$ cat src/logic/sacct_pkg.sv
/*
 * Package for the subranging converter timing and correction block.
 * Holds timing constants, code widths and the carrier structs.
 * Assumes a 125 MHz system clock (8 ns period).
 */
package sacct_pkg;
    // ------------------------------------------------------------------
    // Clock and timing
    // ------------------------------------------------------------------
    localparam int CLK_PERIOD_PS = 8000;
    localparam int OSC_HZ = 20000000;
    localparam int OSC_PERIOD_PS = 1000000000 / (OSC_HZ / 1000);
    // Oscillator half period in cycles, rounded down, at least one
    localparam int OSC_HALF_CYC_RAW = (OSC_PERIOD_PS / 2) / CLK_PERIOD_PS;
    localparam int OSC_HALF_CYC = (OSC_HALF_CYC_RAW < 1) ? 1 :
        OSC_HALF_CYC_RAW;
    localparam int MIN_CMD_PULSE_NS = 10;
    localparam int MAX_DUTY_PCT = 80;
    localparam int CONV_TIME_NS = 135;
    localparam int ACQ_NS = 65;
    localparam int COARSE_SETTLE_NS = 65;
    localparam int FINE_SETTLE_NS = 85;
    localparam int DV_DELAY_NS = 6;
    localparam int MAX_RATE_HZ = 5000000;
    // Least times, rounded up to whole cycles
    localparam int CONV_CYC = (CONV_TIME_NS * 1000 + CLK_PERIOD_PS - 1)
        / CLK_PERIOD_PS;
    localparam int ACQ_CYC = (ACQ_NS * 1000 + CLK_PERIOD_PS - 1)
        / CLK_PERIOD_PS;
    localparam int COARSE_CYC = (COARSE_SETTLE_NS * 1000 + CLK_PERIOD_PS - 1)
        / CLK_PERIOD_PS;
    localparam int FINE_CYC = (FINE_SETTLE_NS * 1000 + CLK_PERIOD_PS - 1)
        / CLK_PERIOD_PS;
    localparam int DV_CYC = (DV_DELAY_NS * 1000 + CLK_PERIOD_PS - 1)
        / CLK_PERIOD_PS;

    // ------------------------------------------------------------------
    // Code widths
    // ------------------------------------------------------------------
    localparam int ENC_W = 7;
    localparam int OUT_W = 12;
    localparam int PIPE_W = 14;
    localparam int PAD_W = 5;
    localparam logic [OUT_W-1:0] OUT_ALL_ONES = 12'h0fff;
    localparam logic [ENC_W-1:0] ENC_RST = 7'h00;

    // ------------------------------------------------------------------
    // Carriers
    // ------------------------------------------------------------------
    // Timing gates to the analog chain
    typedef struct packed {
        logic sh_gate;
        logic blank;
        logic enc_coarse_sel;
        logic enc_strobe;
    } sacct_gates_t;

    // Coarse and fine codes held together
    typedef struct packed {
        logic [ENC_W-1:0] coarse;
        logic [ENC_W-1:0] fine;
    } sacct_pipe_t;
endpackage

$ cat src/logic/sacct_corr.sv
/*
 * Correction adder: aligns the coarse and fine codes, adds them and
 * saturates on carry out or full scale.
 * Assumes its input is a registered pipeline word; output is registered.
 */
`timescale 1ns/100ps
module sacct_corr
    import sacct_pkg::*;
(
    input wire logic i_clk,
    input wire logic i_rst_b,
    input wire logic i_load,
    input wire sacct_pipe_t i_pipe,
    input wire logic i_full_scale,
    output logic [OUT_W-1:0] o_word,
    output logic o_ovr
);
    // ------------------------------------------------------------------
    // Operand alignment and sum
    // ------------------------------------------------------------------
    wire logic [OUT_W-1:0] op_coarse;
    wire logic [OUT_W-1:0] op_fine;
    wire logic [OUT_W:0] sum13;
    wire logic ovr;
    wire logic [OUT_W-1:0] nxt_word;
    logic [OUT_W-1:0] word_ff;
    logic ovr_ff;

    assign op_coarse = {i_pipe.coarse, {PAD_W{1'b0}}};
    assign op_fine = {{PAD_W{1'b0}}, i_pipe.fine};
    assign sum13 = {1'b0, op_coarse} + {1'b0, op_fine};
    assign ovr = sum13[OUT_W] | i_full_scale;
    assign nxt_word = ovr ? OUT_ALL_ONES : sum13[OUT_W-1:0];

    // Register the corrected word on load
    always_ff @(posedge i_clk or negedge i_rst_b) begin
        if (!i_rst_b) begin
            word_ff <= 12'h0000;
            ovr_ff <= 1'b0;
        end else if (i_load) begin
            word_ff <= nxt_word;
            ovr_ff <= ovr;
        end
    end

    assign o_word = word_ff;
    assign o_ovr = ovr_ff;

    // ------------------------------------------------------------------
    // Checks
    // ------------------------------------------------------------------
    sat_on_carry_a: assert property (@(posedge i_clk) disable iff (!i_rst_b)
        i_load && (sum13[OUT_W] || i_full_scale) |=> o_word == OUT_ALL_ONES)
        else $error("overrange word not saturated");
    sum_plain_a: assert property (@(posedge i_clk) disable iff (!i_rst_b)
        i_load && !ovr |=> o_word == $past(op_coarse) + $past(op_fine))
        else $error("corrected sum wrong");
    ovr_flag_a: assert property (@(posedge i_clk) disable iff (!i_rst_b)
        i_load |=> o_ovr == $past(sum13[OUT_W] | i_full_scale))
        else $error("overrange flag wrong");
endmodule

$ cat src/logic/sacct_top.sv
/*
 * Timing and error correction for a two-step subranging 12-bit
 * converter. Sequences sample/hold, coarse and fine encodes, holds the
 * codes, corrects them and strobes a data valid pulse.
 * Assumes the convert command and encoder code are asynchronous pins,
 * synchronised here; the reset is a system reset (the analog part has
 * none). A 20 MHz oscillator is modelled by a divider.
 */
`timescale 1ns/100ps
module sacct_top
    import sacct_pkg::*;
(
    input wire logic i_clk,
    input wire logic i_rst_b,
    input wire logic i_convert,
    input wire logic [ENC_W-1:0] i_enc_code,
    input wire logic i_full_scale,
    input wire logic i_pipe_sel,
    output sacct_gates_t o_gates,
    output logic [OUT_W-1:0] o_data,
    output logic o_output_ready_strobe,
    output logic o_overrange
);
    // ------------------------------------------------------------------
    // Pin synchronisers
    // ------------------------------------------------------------------
    logic cmd_s1_ff;
    logic cmd_s2_ff;
    logic cmd_d_ff;
    logic sel_s1_ff;
    logic sel_s2_ff;
    logic fs_s1_ff;
    logic fs_s2_ff;
    logic [ENC_W-1:0] enc_s1_ff;
    logic [ENC_W-1:0] enc_s2_ff;

    // Two flops per pin before any logic reads it
    always_ff @(posedge i_clk or negedge i_rst_b) begin
        if (!i_rst_b) begin
            cmd_s1_ff <= 1'b0;
            cmd_s2_ff <= 1'b0;
            cmd_d_ff <= 1'b0;
            sel_s1_ff <= 1'b0;
            sel_s2_ff <= 1'b0;
            fs_s1_ff <= 1'b0;
            fs_s2_ff <= 1'b0;
            enc_s1_ff <= ENC_RST;
            enc_s2_ff <= ENC_RST;
        end else begin
            cmd_s1_ff <= i_convert;
            cmd_s2_ff <= cmd_s1_ff;
            cmd_d_ff <= cmd_s2_ff;
            sel_s1_ff <= i_pipe_sel;
            sel_s2_ff <= sel_s1_ff;
            fs_s1_ff <= i_full_scale;
            fs_s2_ff <= fs_s1_ff;
            enc_s1_ff <= i_enc_code;
            enc_s2_ff <= enc_s1_ff;
        end
    end

    // Rising edge of command; width does not matter
    wire logic cmd_rise;
    assign cmd_rise = cmd_s2_ff & ~cmd_d_ff;

    // ------------------------------------------------------------------
    // Command period measurement
    // ------------------------------------------------------------------
    localparam int PER_W = 16;
    logic [PER_W-1:0] per_cnt_ff;
    wire logic [PER_W-1:0] conv_cyc_w;
    wire logic [PER_W-1:0] sh_len;
    assign conv_cyc_w = PER_W'(CONV_CYC);
    // Gate length is the period just ended less the conversion interval
    assign sh_len = (per_cnt_ff > conv_cyc_w) ? per_cnt_ff - conv_cyc_w :
        PER_W'(ACQ_CYC);

    // Count cycles between command edges
    always_ff @(posedge i_clk or negedge i_rst_b) begin
        if (!i_rst_b) begin
            per_cnt_ff <= '0;
        end else if (cmd_rise) begin
            per_cnt_ff <= PER_W'(1);
        end else if (per_cnt_ff != '1) begin
            per_cnt_ff <= per_cnt_ff + PER_W'(1);
        end
    end

    // ------------------------------------------------------------------
    // Oscillator synchronised to the command, and three-stage shifter
    // ------------------------------------------------------------------
    localparam int OSC_W = 4;
    logic [OSC_W-1:0] osc_cnt_ff;
    logic osc_ff;
    logic [2:0] shr_ff;
    wire logic osc_tick;
    assign osc_tick = (osc_cnt_ff == OSC_W'(OSC_HALF_CYC - 1)) & osc_ff;

    // Oscillator restarts in phase at each command edge
    always_ff @(posedge i_clk or negedge i_rst_b) begin
        if (!i_rst_b) begin
            osc_cnt_ff <= '0;
            osc_ff <= 1'b0;
        end else if (cmd_rise) begin
            osc_cnt_ff <= '0;
            osc_ff <= 1'b0;
        end else if (osc_cnt_ff == OSC_W'(OSC_HALF_CYC - 1)) begin
            osc_cnt_ff <= '0;
            osc_ff <= ~osc_ff;
        end else begin
            osc_cnt_ff <= osc_cnt_ff + OSC_W'(1);
        end
    end

    // Shift register restarts at each command edge and shifts on each oscillator tick
    always_ff @(posedge i_clk or negedge i_rst_b) begin
        if (!i_rst_b) begin
            shr_ff <= 3'b000;
        end else if (cmd_rise) begin
            shr_ff <= 3'b001;
        end else if (osc_tick) begin
            shr_ff <= {shr_ff[1:0], 1'b0};
        end
    end

    // ------------------------------------------------------------------
    // Conversion sequencer
    // ------------------------------------------------------------------
    typedef enum logic [2:0] {
        SQ_IDLE = 3'b000,
        SQ_ACQ = 3'b001,
        SQ_CSETTLE = 3'b010,
        SQ_FSETTLE = 3'b011,
        SQ_FINE = 3'b100,
        SQ_OUT = 3'b101
    } sacct_seq_t;
    sacct_seq_t st_ff;
    sacct_seq_t nxt_st;
    logic [PER_W-1:0] tcnt_ff;
    logic [PER_W-1:0] nxt_tcnt;
    wire logic t_done;
    wire logic phase_ok;
    assign t_done = (tcnt_ff == '0);
    assign phase_ok = shr_ff[2] | (tcnt_ff == '0);

    // Next state and phase timer
    always_comb begin
        nxt_st = st_ff;
        nxt_tcnt = (tcnt_ff == '0) ? tcnt_ff : tcnt_ff - PER_W'(1);
        if (cmd_rise) begin
            nxt_st = SQ_ACQ;
            nxt_tcnt = sh_len - PER_W'(1);
        end else begin
            case (st_ff)
                SQ_IDLE: begin
                    nxt_st = SQ_IDLE;
                end
                SQ_ACQ: begin
                    if (t_done && phase_ok) begin
                        nxt_st = SQ_CSETTLE;
                        nxt_tcnt = PER_W'(COARSE_CYC - 1);
                    end
                end
                SQ_CSETTLE: begin
                    if (t_done) begin
                        nxt_st = SQ_FSETTLE;
                        nxt_tcnt = PER_W'(FINE_CYC - 1);
                    end
                end
                SQ_FSETTLE: begin
                    if (t_done) begin
                        nxt_st = SQ_FINE;
                    end
                end
                SQ_FINE: begin
                    nxt_st = SQ_OUT;
                    nxt_tcnt = PER_W'(DV_CYC - 1);
                end
                SQ_OUT: begin
                    if (t_done) begin
                        nxt_st = SQ_IDLE;
                    end
                end
                default: begin
                    nxt_st = SQ_IDLE;
                end
            endcase
        end
    end

    // State register
    always_ff @(posedge i_clk or negedge i_rst_b) begin
        if (!i_rst_b) begin
            st_ff <= SQ_IDLE;
            tcnt_ff <= '0;
        end else begin
            st_ff <= nxt_st;
            tcnt_ff <= nxt_tcnt;
        end
    end

    // ------------------------------------------------------------------
    // Gates, holding registers and pipeline word
    // ------------------------------------------------------------------
    wire logic coarse_cap;
    wire logic fine_cap;
    assign coarse_cap = (st_ff == SQ_CSETTLE) && t_done;
    assign fine_cap = (st_ff == SQ_FINE);
    sacct_gates_t gates_ff;
    sacct_gates_t nxt_gates;
    logic [ENC_W-1:0] coarse_ff;
    logic [ENC_W-1:0] fine_ff;
    sacct_pipe_t pipe_ff;
    logic pipe_ld_ff;
    logic fs_hold_ff;

    // Gate levels from next state
    always_comb begin
        nxt_gates.sh_gate = (nxt_st == SQ_ACQ);
        nxt_gates.blank = (nxt_st == SQ_ACQ) || (nxt_st == SQ_CSETTLE);
        nxt_gates.enc_coarse_sel = (nxt_st != SQ_FSETTLE) &&
            (nxt_st != SQ_FINE);
        nxt_gates.enc_strobe = (nxt_st == SQ_FINE);
    end

    // Capture codes into separate holds, then the pipeline word
    always_ff @(posedge i_clk or negedge i_rst_b) begin
        if (!i_rst_b) begin
            gates_ff <= '0;
            coarse_ff <= ENC_RST;
            fine_ff <= ENC_RST;
            pipe_ff <= '0;
            pipe_ld_ff <= 1'b0;
            fs_hold_ff <= 1'b0;
        end else begin
            gates_ff <= nxt_gates;
            pipe_ld_ff <= fine_cap;
            if (coarse_cap) begin
                coarse_ff <= enc_s2_ff;
                fs_hold_ff <= fs_s2_ff;
            end
            if (fine_cap) begin
                fine_ff <= enc_s2_ff;
            end
            if (pipe_ld_ff) begin
                pipe_ff <= '{coarse: coarse_ff, fine: fine_ff};
            end
        end
    end

    // ------------------------------------------------------------------
    // Correction and output
    // ------------------------------------------------------------------
    logic corr_ld_ff;
    wire logic [OUT_W-1:0] corr_word;
    wire logic corr_ovr;
    always_ff @(posedge i_clk or negedge i_rst_b) begin
        if (!i_rst_b) begin
            corr_ld_ff <= 1'b0;
        end else begin
            corr_ld_ff <= pipe_ld_ff;
        end
    end

    sacct_corr u_corr (
        .i_clk(i_clk),
        .i_rst_b(i_rst_b),
        .i_load(corr_ld_ff),
        .i_pipe(pipe_ff),
        .i_full_scale(fs_hold_ff),
        .o_word(corr_word),
        .o_ovr(corr_ovr)
    );

    logic [OUT_W-1:0] data_ff;
    logic ovr_ff;
    logic rdy_ff;
    logic [PER_W-1:0] dvcnt_ff;
    logic word_new_ff;
    logic corr_done_ff;
    wire logic dv_fire;
    assign dv_fire = word_new_ff && (dvcnt_ff == PER_W'(DV_CYC - 1));

    // Output word: on completion, or on command when delay select high
    always_ff @(posedge i_clk or negedge i_rst_b) begin
        if (!i_rst_b) begin
            data_ff <= 12'h0000;
            ovr_ff <= 1'b0;
            rdy_ff <= 1'b0;
            dvcnt_ff <= '0;
            word_new_ff <= 1'b0;
            corr_done_ff <= 1'b0;
        end else begin
            corr_done_ff <= corr_ld_ff;
            rdy_ff <= dv_fire;
            if ((corr_done_ff && !sel_s2_ff) || (cmd_rise && sel_s2_ff)) begin
                data_ff <= corr_word;
                ovr_ff <= corr_ovr;
                word_new_ff <= 1'b1;
                dvcnt_ff <= '0;
            end else if (dv_fire) begin
                word_new_ff <= 1'b0;
            end else if (word_new_ff) begin
                dvcnt_ff <= dvcnt_ff + PER_W'(1);
            end
        end
    end

    assign o_gates = gates_ff;
    assign o_data = data_ff;
    assign o_output_ready_strobe = rdy_ff;
    assign o_overrange = ovr_ff;

    // ------------------------------------------------------------------
    // Checks
    // ------------------------------------------------------------------
    cmd_starts_a: assert property (@(posedge i_clk) disable iff (!i_rst_b)
        cmd_rise |=> st_ff == SQ_ACQ)
        else $error("command edge did not start conversion");
    shr_start_a: assert property (@(posedge i_clk) disable iff (!i_rst_b)
        cmd_rise |=> shr_ff == 3'b001)
        else $error("shift register not restarted");
    coarse_settle_a: assert property (@(posedge i_clk) disable iff (!i_rst_b)
        $rose(st_ff == SQ_CSETTLE) |->
        (st_ff == SQ_CSETTLE)[*8] ##1 (st_ff == SQ_CSETTLE))
        else $error("coarse settle too short");
    blank_span_a: assert property (@(posedge i_clk) disable iff (!i_rst_b)
        (st_ff == SQ_ACQ || st_ff == SQ_CSETTLE) |-> o_gates.blank)
        else $error("blanking dropped early");
    fine_select_a: assert property (@(posedge i_clk) disable iff (!i_rst_b)
        st_ff == SQ_FINE |-> !o_gates.enc_coarse_sel)
        else $error("fine encode not selected");
    hold_coarse_a: assert property (@(posedge i_clk) disable iff (!i_rst_b)
        coarse_cap |=> coarse_ff == $past(enc_s2_ff))
        else $error("coarse hold not captured");
    pipe_load_a: assert property (@(posedge i_clk) disable iff (!i_rst_b)
        fine_cap |-> ##2 pipe_ff.fine == $past(enc_s2_ff, 2))
        else $error("pipeline word missed fine code");
    strobe_delay_a: assert property (@(posedge i_clk) disable iff (!i_rst_b)
        $rose(word_new_ff) && !sel_s2_ff |-> ##[1:2] rdy_ff)
        else $error("ready strobe late");
    sel_read_a: assert property (@(posedge i_clk) disable iff (!i_rst_b)
        cmd_rise && sel_s2_ff |=> o_data == $past(corr_word))
        else $error("command read wrong word");
    cv_conv: cover property (@(posedge i_clk) disable iff (!i_rst_b)
        st_ff == SQ_FINE ##[1:20] rdy_ff);
    cv_sat: cover property (@(posedge i_clk) disable iff (!i_rst_b)
        rdy_ff && o_overrange);
    cv_sel: cover property (@(posedge i_clk) disable iff (!i_rst_b)
        cmd_rise && sel_s2_ff);
endmodule

$ cat config.mk
export PLATFORM = sky130hd
export DESIGN_NAME = sacct_top
export DESIGN_NICKNAME = d
export VERILOG_FILES = /design/src/logic/sacct_pkg.sv /design/src/logic/sacct_corr.sv /design/src/logic/sacct_top.sv
export SDC_FILE = /design/constraint.sdc
export NUM_CORES = 1
export LEC_CHECK = 0
export BUFFER_PORTS_ARGS = -buffer_cell sky130_fd_sc_hd__buf_2
export CAP_MARGIN = 25
export CORE_UTILIZATION = 40
export DETAILED_ROUTE_END_ITERATION = 8
export GPL_ROUTABILITY_DRIVEN = 0
export PLACE_DENSITY_LB_ADDON = 0.15
export RECOVER_POWER = 100
export SLEW_MARGIN = 15
export SYNTH_ARGS = -nofsm -noshare
export SYNTH_HDL_FRONTEND = slang
export SYNTH_SLANG_ARGS = --single-unit
$ cat constraint.sdc
create_clock -name i_clk -period 7.4 [get_ports i_clk]
set_clock_uncertainty 0.2 [all_clocks]
set_input_delay 0.37 -clock i_clk [delete_from_list [all_inputs] [get_ports i_clk]]
set_output_delay 0.37 -clock i_clk [all_outputs]
set_load 0.01 [all_outputs]
==> results of run 1 <==
==> how the worst max path moves through the flow <==
stage / startpoint / end / slack [ps]
final: i_rst_b / enc_s2_ff[3] / 3210
after global routing: i_rst_b / enc_s1_ff[2] / 2570
after CTS: per_cnt_ff[0] / tcnt_ff[12] / 3970
after detailed placement: per_cnt_ff[0] / tcnt_ff[12] / 3970
after global placement: per_cnt_ff[0] / tcnt_ff[14] / 4110
after floorplan: per_cnt_ff[0] / tcnt_ff[15] / 4450
==> cells by family after synthesis <==
kind of cell    count (synthesis)  share of synthesized area, %
flops                         136                         52.57
mux                            46                         7.924
buf+inv                        46                         3.034
compound gates                 74                         7.673
fa+ha+maj                      11                         2.242
xor+xnor                       66                         8.929
simple gates                  223                         17.63
==> power by group <==
group / internal (uW) / leakage, uW / switching, uW / total (uW)
combinational: 199 / 0.00125 / 261 / 461
clock: 481 / 0.000279 / 342 / 823
sequential: 832 / 0.00181 / 113 / 945
total: 1510 / 0.00334 / 716 / 2230
==> layer usage <==
| layer | wire, um | part of all wire (%) | track usage (%) |
|---|---|---|---|
| met1 | 6251 | 49 | 22.42 |
| met2 | 6071 | 47 | 26.19 |
| met3 | 408 | 3.2 | 4.500 |
| met4 | 148 | 1.1 | 5.329 |
| met5 | 0 | 0 | 0 |
==> cell type report <==
cell class                 count  area, um2  area share (%)
clock inverter                14      140.1           1.880
inverter                      18      67.56          0.9066
tap                          216      270.3           3.627
sequential                   136       3403           45.67
multi-input combinational    420       2860           38.38
timing repair buffer          44      271.5           3.643
clock buffer                  18      439.2           5.893
==> stage by stage <==
step	area [um2]	util (%)	std cells	setup slack, ps	power [uW]
final	7452	47.08	866	3210	2229
after global routing	7452	47.08	866	2566	2358
after CTS	7471	47.20	864	3967	2255
after detailed placement	6782	42.85	821	3974	1417
after global placement	6782	42.85	821	4111	1405
after floorplan	6474	-	602	4453	1294
==> critical path, cell delays in order <==
cell and delay, ps:
dlygate4sd3_1 520, clkbuf_1 2330, clkbuf_1 900, buf_16 360
==> registers in the layout, summed over array words and instances (netlist names), 3 cells and up <==
name           cells
per_cnt_ff        16
enc_s2_ff          7
dvcnt_ff          16
enc_s1_ff          7
coarse_ff          7
fine_ff            7
o_data            12
u_corr.o_word     12
tcnt_ff           16
o_gates            4
pipe_ff           14
st_ff              3
==> cell usage in the layout (no fill, tap or decap), drive strengths merged, types with 7 or more instances in the layout <==
cell,netlist,layout
dfrtp,136,136
o21ai,13,13
inv,18,24
mux2,42,42
xor2,36,36
nor3,18,18
dlygate4sd3,0,11
nand4,11,11
ha,10,10
nand2,39,39
o22ai,12,12
nand3,22,22
a21oi,22,22
buf,8,10
nor2,71,71
xnor2,30,30
clkbuf,20,41
and3,7,7
nor4,14,14
==> repair_timing <==
item                                   in CTS  in global routing
endpoints found under the hold margin      66                  0
hold buffers                               11                  0
resized for setup                           0                  0
==> impl_metrics.yaml, run 1 <==
run_status:
  status: "finished, violations left"
  violations: "max-capacitance violations, max-slew violations"
cts:
  h-tree-depth: 4
  cts.sinks: 136
  cts_root_buf: "clkbuf_16"
  clk_pin_slew_worst_paths_ps: 60
  clock_latency_ps: 420
  cts_tree: "yes"
  cts_made_buffers: 17
  cts_setup_buffers: 0
  cts_buffer_depth: 2
drt:
  drcViolationCount: 0
  drt_iter0_drc: 284
  vias_per_cell: 5.109
  wl_mm: 12.88
  drt_pass1_iterations: 4
  routedWlPerCell_um: 14.87
  vias: 4424
  ant_nets: 0
finish:
  fill_cells: 1450
  final_nets: 660
  drive_above_1_share_pct: 14.15
  area_growth_pct: 15.11
  antenna_cells: 0
global_route:
  grt_max_degree: 81
  grt_remaining_overflow: 0
  grt_pass1_wl_mm: 21.56
  grt_pass1_vias: 4352
  grt.total_usage_pct: 16.68
  antenna_found_initial: 0
pwr:
  powerDensity_mw_per_mm2: 299.1
  p_leak_uw: 0.003336
  vdd_drop_max_uv: 196.5
yosys:
  synth_nets: 625
  syn_area_per_cell_um2: 10.75
  ys_types: 63
  syn_area_mm2: 0.006474
  ys_top_cells_by_area: "dfrtp_1, mux2_2, xor2_1"
  synth_edf_count: 0
  yosysMostFrequentCell: "dfrtp_1"
  ys_async_sr_fraction_pct: 100.0
  yosys_warnings: 0
  synth_cells: 602
  synth_top_area_share_pct: 52.57
  yosys-top-cells-count: "dfrtp_1, nor2_1, mux2_2"
  synth_top_area_cell: "dfrtp_1"
  yosysSeqAreaShare_pct: 52.57
  dominantRegCellSynth: "dfrtp_1"
  ys_ff_latch: 136
min_path:
  hp-start: "sel_s1_ff"
  min_path_cells: 0
  hp-class: "register to register"
  min_to: "sel_s2_ff"
floorplanning:
  die_w_um: 129.2
  initial_utilization_pct: 40.90
  rows: 46
  fp.dieH_um: 129.2
  dieArea_mm2: 0.01670
  core_area_mm2: 0.01583
  pin_count: 30
place:
  portBuffers: 29
  dp_hpwl_mm: 8.612
sta:
  finalSetupViolCount: 0
  min_period_over_period_pct: 56.62
  finalCriticalPeriod_ps: 4190
  setup_tns_ps: 0
  rsz0062_at_grt: "false"
  max_slew_margin_pct: -121.3
  hold_ws_ps: 147.0
  fmaxAchievable_ghz: 0.2387
  drv_slew: 58
  hold_violations: 0
  tightestPinTransition_ps: 3319
worst_setup_path:
  worstPathRequired_ps: 7780
  r2r-start: "per_cnt_ff[0]"
  critical_path.max_fanout: 64
  cp-end-kind: "asynchronous set/reset pin"
  startpoint_type: "primary input"
  path_class: "primary input to asynchronous set/reset pin"
  arrival_ps: 4570
  reg2reg_to: "tcnt_ff[4]"
  reg2reg_depth: 13
  rrSetupSlack_ps: 3960
run:
  drv_cap: 1
(Power assumes the default switching activity.)
==> inputs of run 2 (changes only) <==
Clock period 7.4 ns to 3.5 ns, I/O delays scaled along.
==> run 2 against run 1 <==
Net effect:
- the run still ends with max-capacitance violations, max-slew violations left
- clock power rose by 110%
- first-iteration DRC count is 34% lower
- die area is the same
- combinational power is 120% higher
- count of clock-buffer cells in the layout increased by 2
- cell count is 0.69% higher
- flip-flop and latch count unchanged
- global-route usage barely moved
- largest cell class unchanged
- largest power group unchanged
- highest routed layer unchanged
==> impl_metrics.yaml, run 2 (synthesis results as in run 1) <==
worst_setup_path:
  worstPathRequired_ps: 3550
  arrival_ps: 3310
  path_class: "register to register"
  r2r-start: "per_cnt_ff[0]"
  reg2reg_depth: 11
  startpoint_type: "register"
  rrSetupSlack_ps: 240
  critical_path.max_fanout: 10
  cp-end-kind: "register"
  reg2reg_to: "tcnt_ff[12]"
global_route:
  grt.total_usage_pct: 16.72
  grt_remaining_overflow: 0
  grt_max_degree: 91
  grt_pass1_wl_mm: 21.75
  grt_pass1_vias: 4564
  antenna_found_initial: 0
drt:
  wl_met3_um: 332
  ant_nets: 0
  drt-met1-wl_mm: 6.115
  dr_wl_met2_mm: 5.830
  routedWlPerCell_um: 14.23
  wl_mm: 12.41
  vias: 4430
  drt_iter0_drc: 188
  drcViolationCount: 0
  top_layer_used: "met4"
  drt_pass1_iterations: 4
  vias_per_cell: 5.080
finish:
  fill_cells: 1494
  antenna_cells: 0
  register_area_mm2: 0.003403
  multi_input_area_mm2: 0.002878
  layout_commonest_cell: "dfrtp_1"
  drive_above_1_share_pct: 14.94
  final_cell_mix: "dfrtp_1, nor2_1, mux2_2"
  area_growth_pct: 15.81
  final_nets: 666
  largestRegisters: "dvcnt_ff (16), per_cnt_ff (16), tcnt_ff (16)"
pwr:
  vdd_drop_max_uv: 393.8
  p_leak_uw: 0.003356
  powerDensity_mw_per_mm2: 632.1
floorplanning:
  rows: 46
  fp.dieH_um: 129.2
  pin_count: 30
  dieArea_mm2: 0.01670
  core_area_mm2: 0.01583
  die_w_um: 129.2
  initial_utilization_pct: 40.90
min_path:
  hp-class: "register to register"
  hp-start: "fs_s1_ff"
  min_to: "fs_s2_ff"
  min_path_cells: 0
sta:
  fmaxAchievable_ghz: 0.3064
  rsz0062_at_grt: "false"
  finalCriticalPeriod_ps: 3263
  max_slew_margin_pct: -48.41
  tightestPinTransition_ps: 2226
  drv_slew: 91
  finalSetupViolCount: 0
  min_period_over_period_pct: 93.24
  timing.final.ws_setup_ps: 236.6
  setup_tns_ps: 0
  hold_violations: 0
run:
  drv_cap: 1
place:
  dp_slack_ps: 253.5
  dp_hpwl_mm: 8.571
  portBuffers: 29
run_status:
  violations: "max-capacitance violations, max-slew violations"
  status: "finished, violations left"
cts:
  cts_buffer_depth: 2
  h-tree-depth: 4
  clk_pin_slew_worst_paths_ps: 60
  cts_root_buf: "clkbuf_16"
  cts_made_buffers: 17
  cts.sinks: 136
  cts_tree: "yes"
  clock_latency_ps: 410
run 2: cell types whose count changed in the layout (fill, tap and decap cells not counted), sizes merged:
cell      change
clkinvlp      -1
clkinv        +1
inv           -3
buf           +3
bufinv        +1
clkbuf        +5
run 2: how the worst max path moves through the flow:
stage,from,endpoint,slack (ps),cells past startpoint
5_1_grt,per_cnt_ff[0],tcnt_ff[12],10,11
2_1_floorplan,per_cnt_ff[0],tcnt_ff[15],550,10
4_1_cts,per_cnt_ff[0],tcnt_ff[12],250,11
3_5_place_dp,per_cnt_ff[0],tcnt_ff[12],250,11
6_report,per_cnt_ff[0],tcnt_ff[12],240,11
3_3_place_gp,per_cnt_ff[0],tcnt_ff[12],370,11
run 2: layer usage:
layer | vias up | GRT usage, %
li1 | 2181 | -
met1 | 2181 | 22.83
met2 | 56 | 25.55
met3 | 12 | 3.716
met4 | 0 | 7.266
met5 | - | 0
run 2: area by class of cell:
class,instances,area share [%]
Timing Repair Buffer,50,3.872
Inverter,18,0.9012
Multi-Input combinational cell,420,38.38
Clock inverter,12,1.886
Tap cell,216,3.605
Clock buffer,20,5.958
Sequential cell,136,45.39
run 2: repair_timing:
item | in CTS | in global routing
endpoints found under the setup margin | 0 | 4
hold buffers | 11 | 0
buffers inserted | 0 | 0
resized for setup | 0 | 2
hold endpoints to repair | 99 | 0
run 2: critical path, cell delays in order, from the launching register on:
cell     delay [ps]
dfrtp_1         530
inv_1           140
ha_1            320
nor2_1          160
o31ai_2         100
and3_1          310
nor2_1          170
ha_1            270
nand4_1         240
nor4_1          410
xnor2_1         160
o22ai_1          90
run 2: metrics by stage:
step,cell area [um2],util [%],hold slack (ps),total power [uW],instances
after CTS,7552,47.72,148.2,4807,872
after detailed placement,6854,43.30,84.32,3024,829
after global routing,7497,47.37,155.6,5033,872
final,7497,47.37,146.0,4739,872
after floorplan,6474,-,-320.6,2736,602
after global placement,6854,43.30,83.66,2990,829
run 2: power breakdown:
part	total [uW]	switching, uW	internal [uW]
combinational	1000	568	437
clock	1750	674	1080
sequential	1980	223	1760
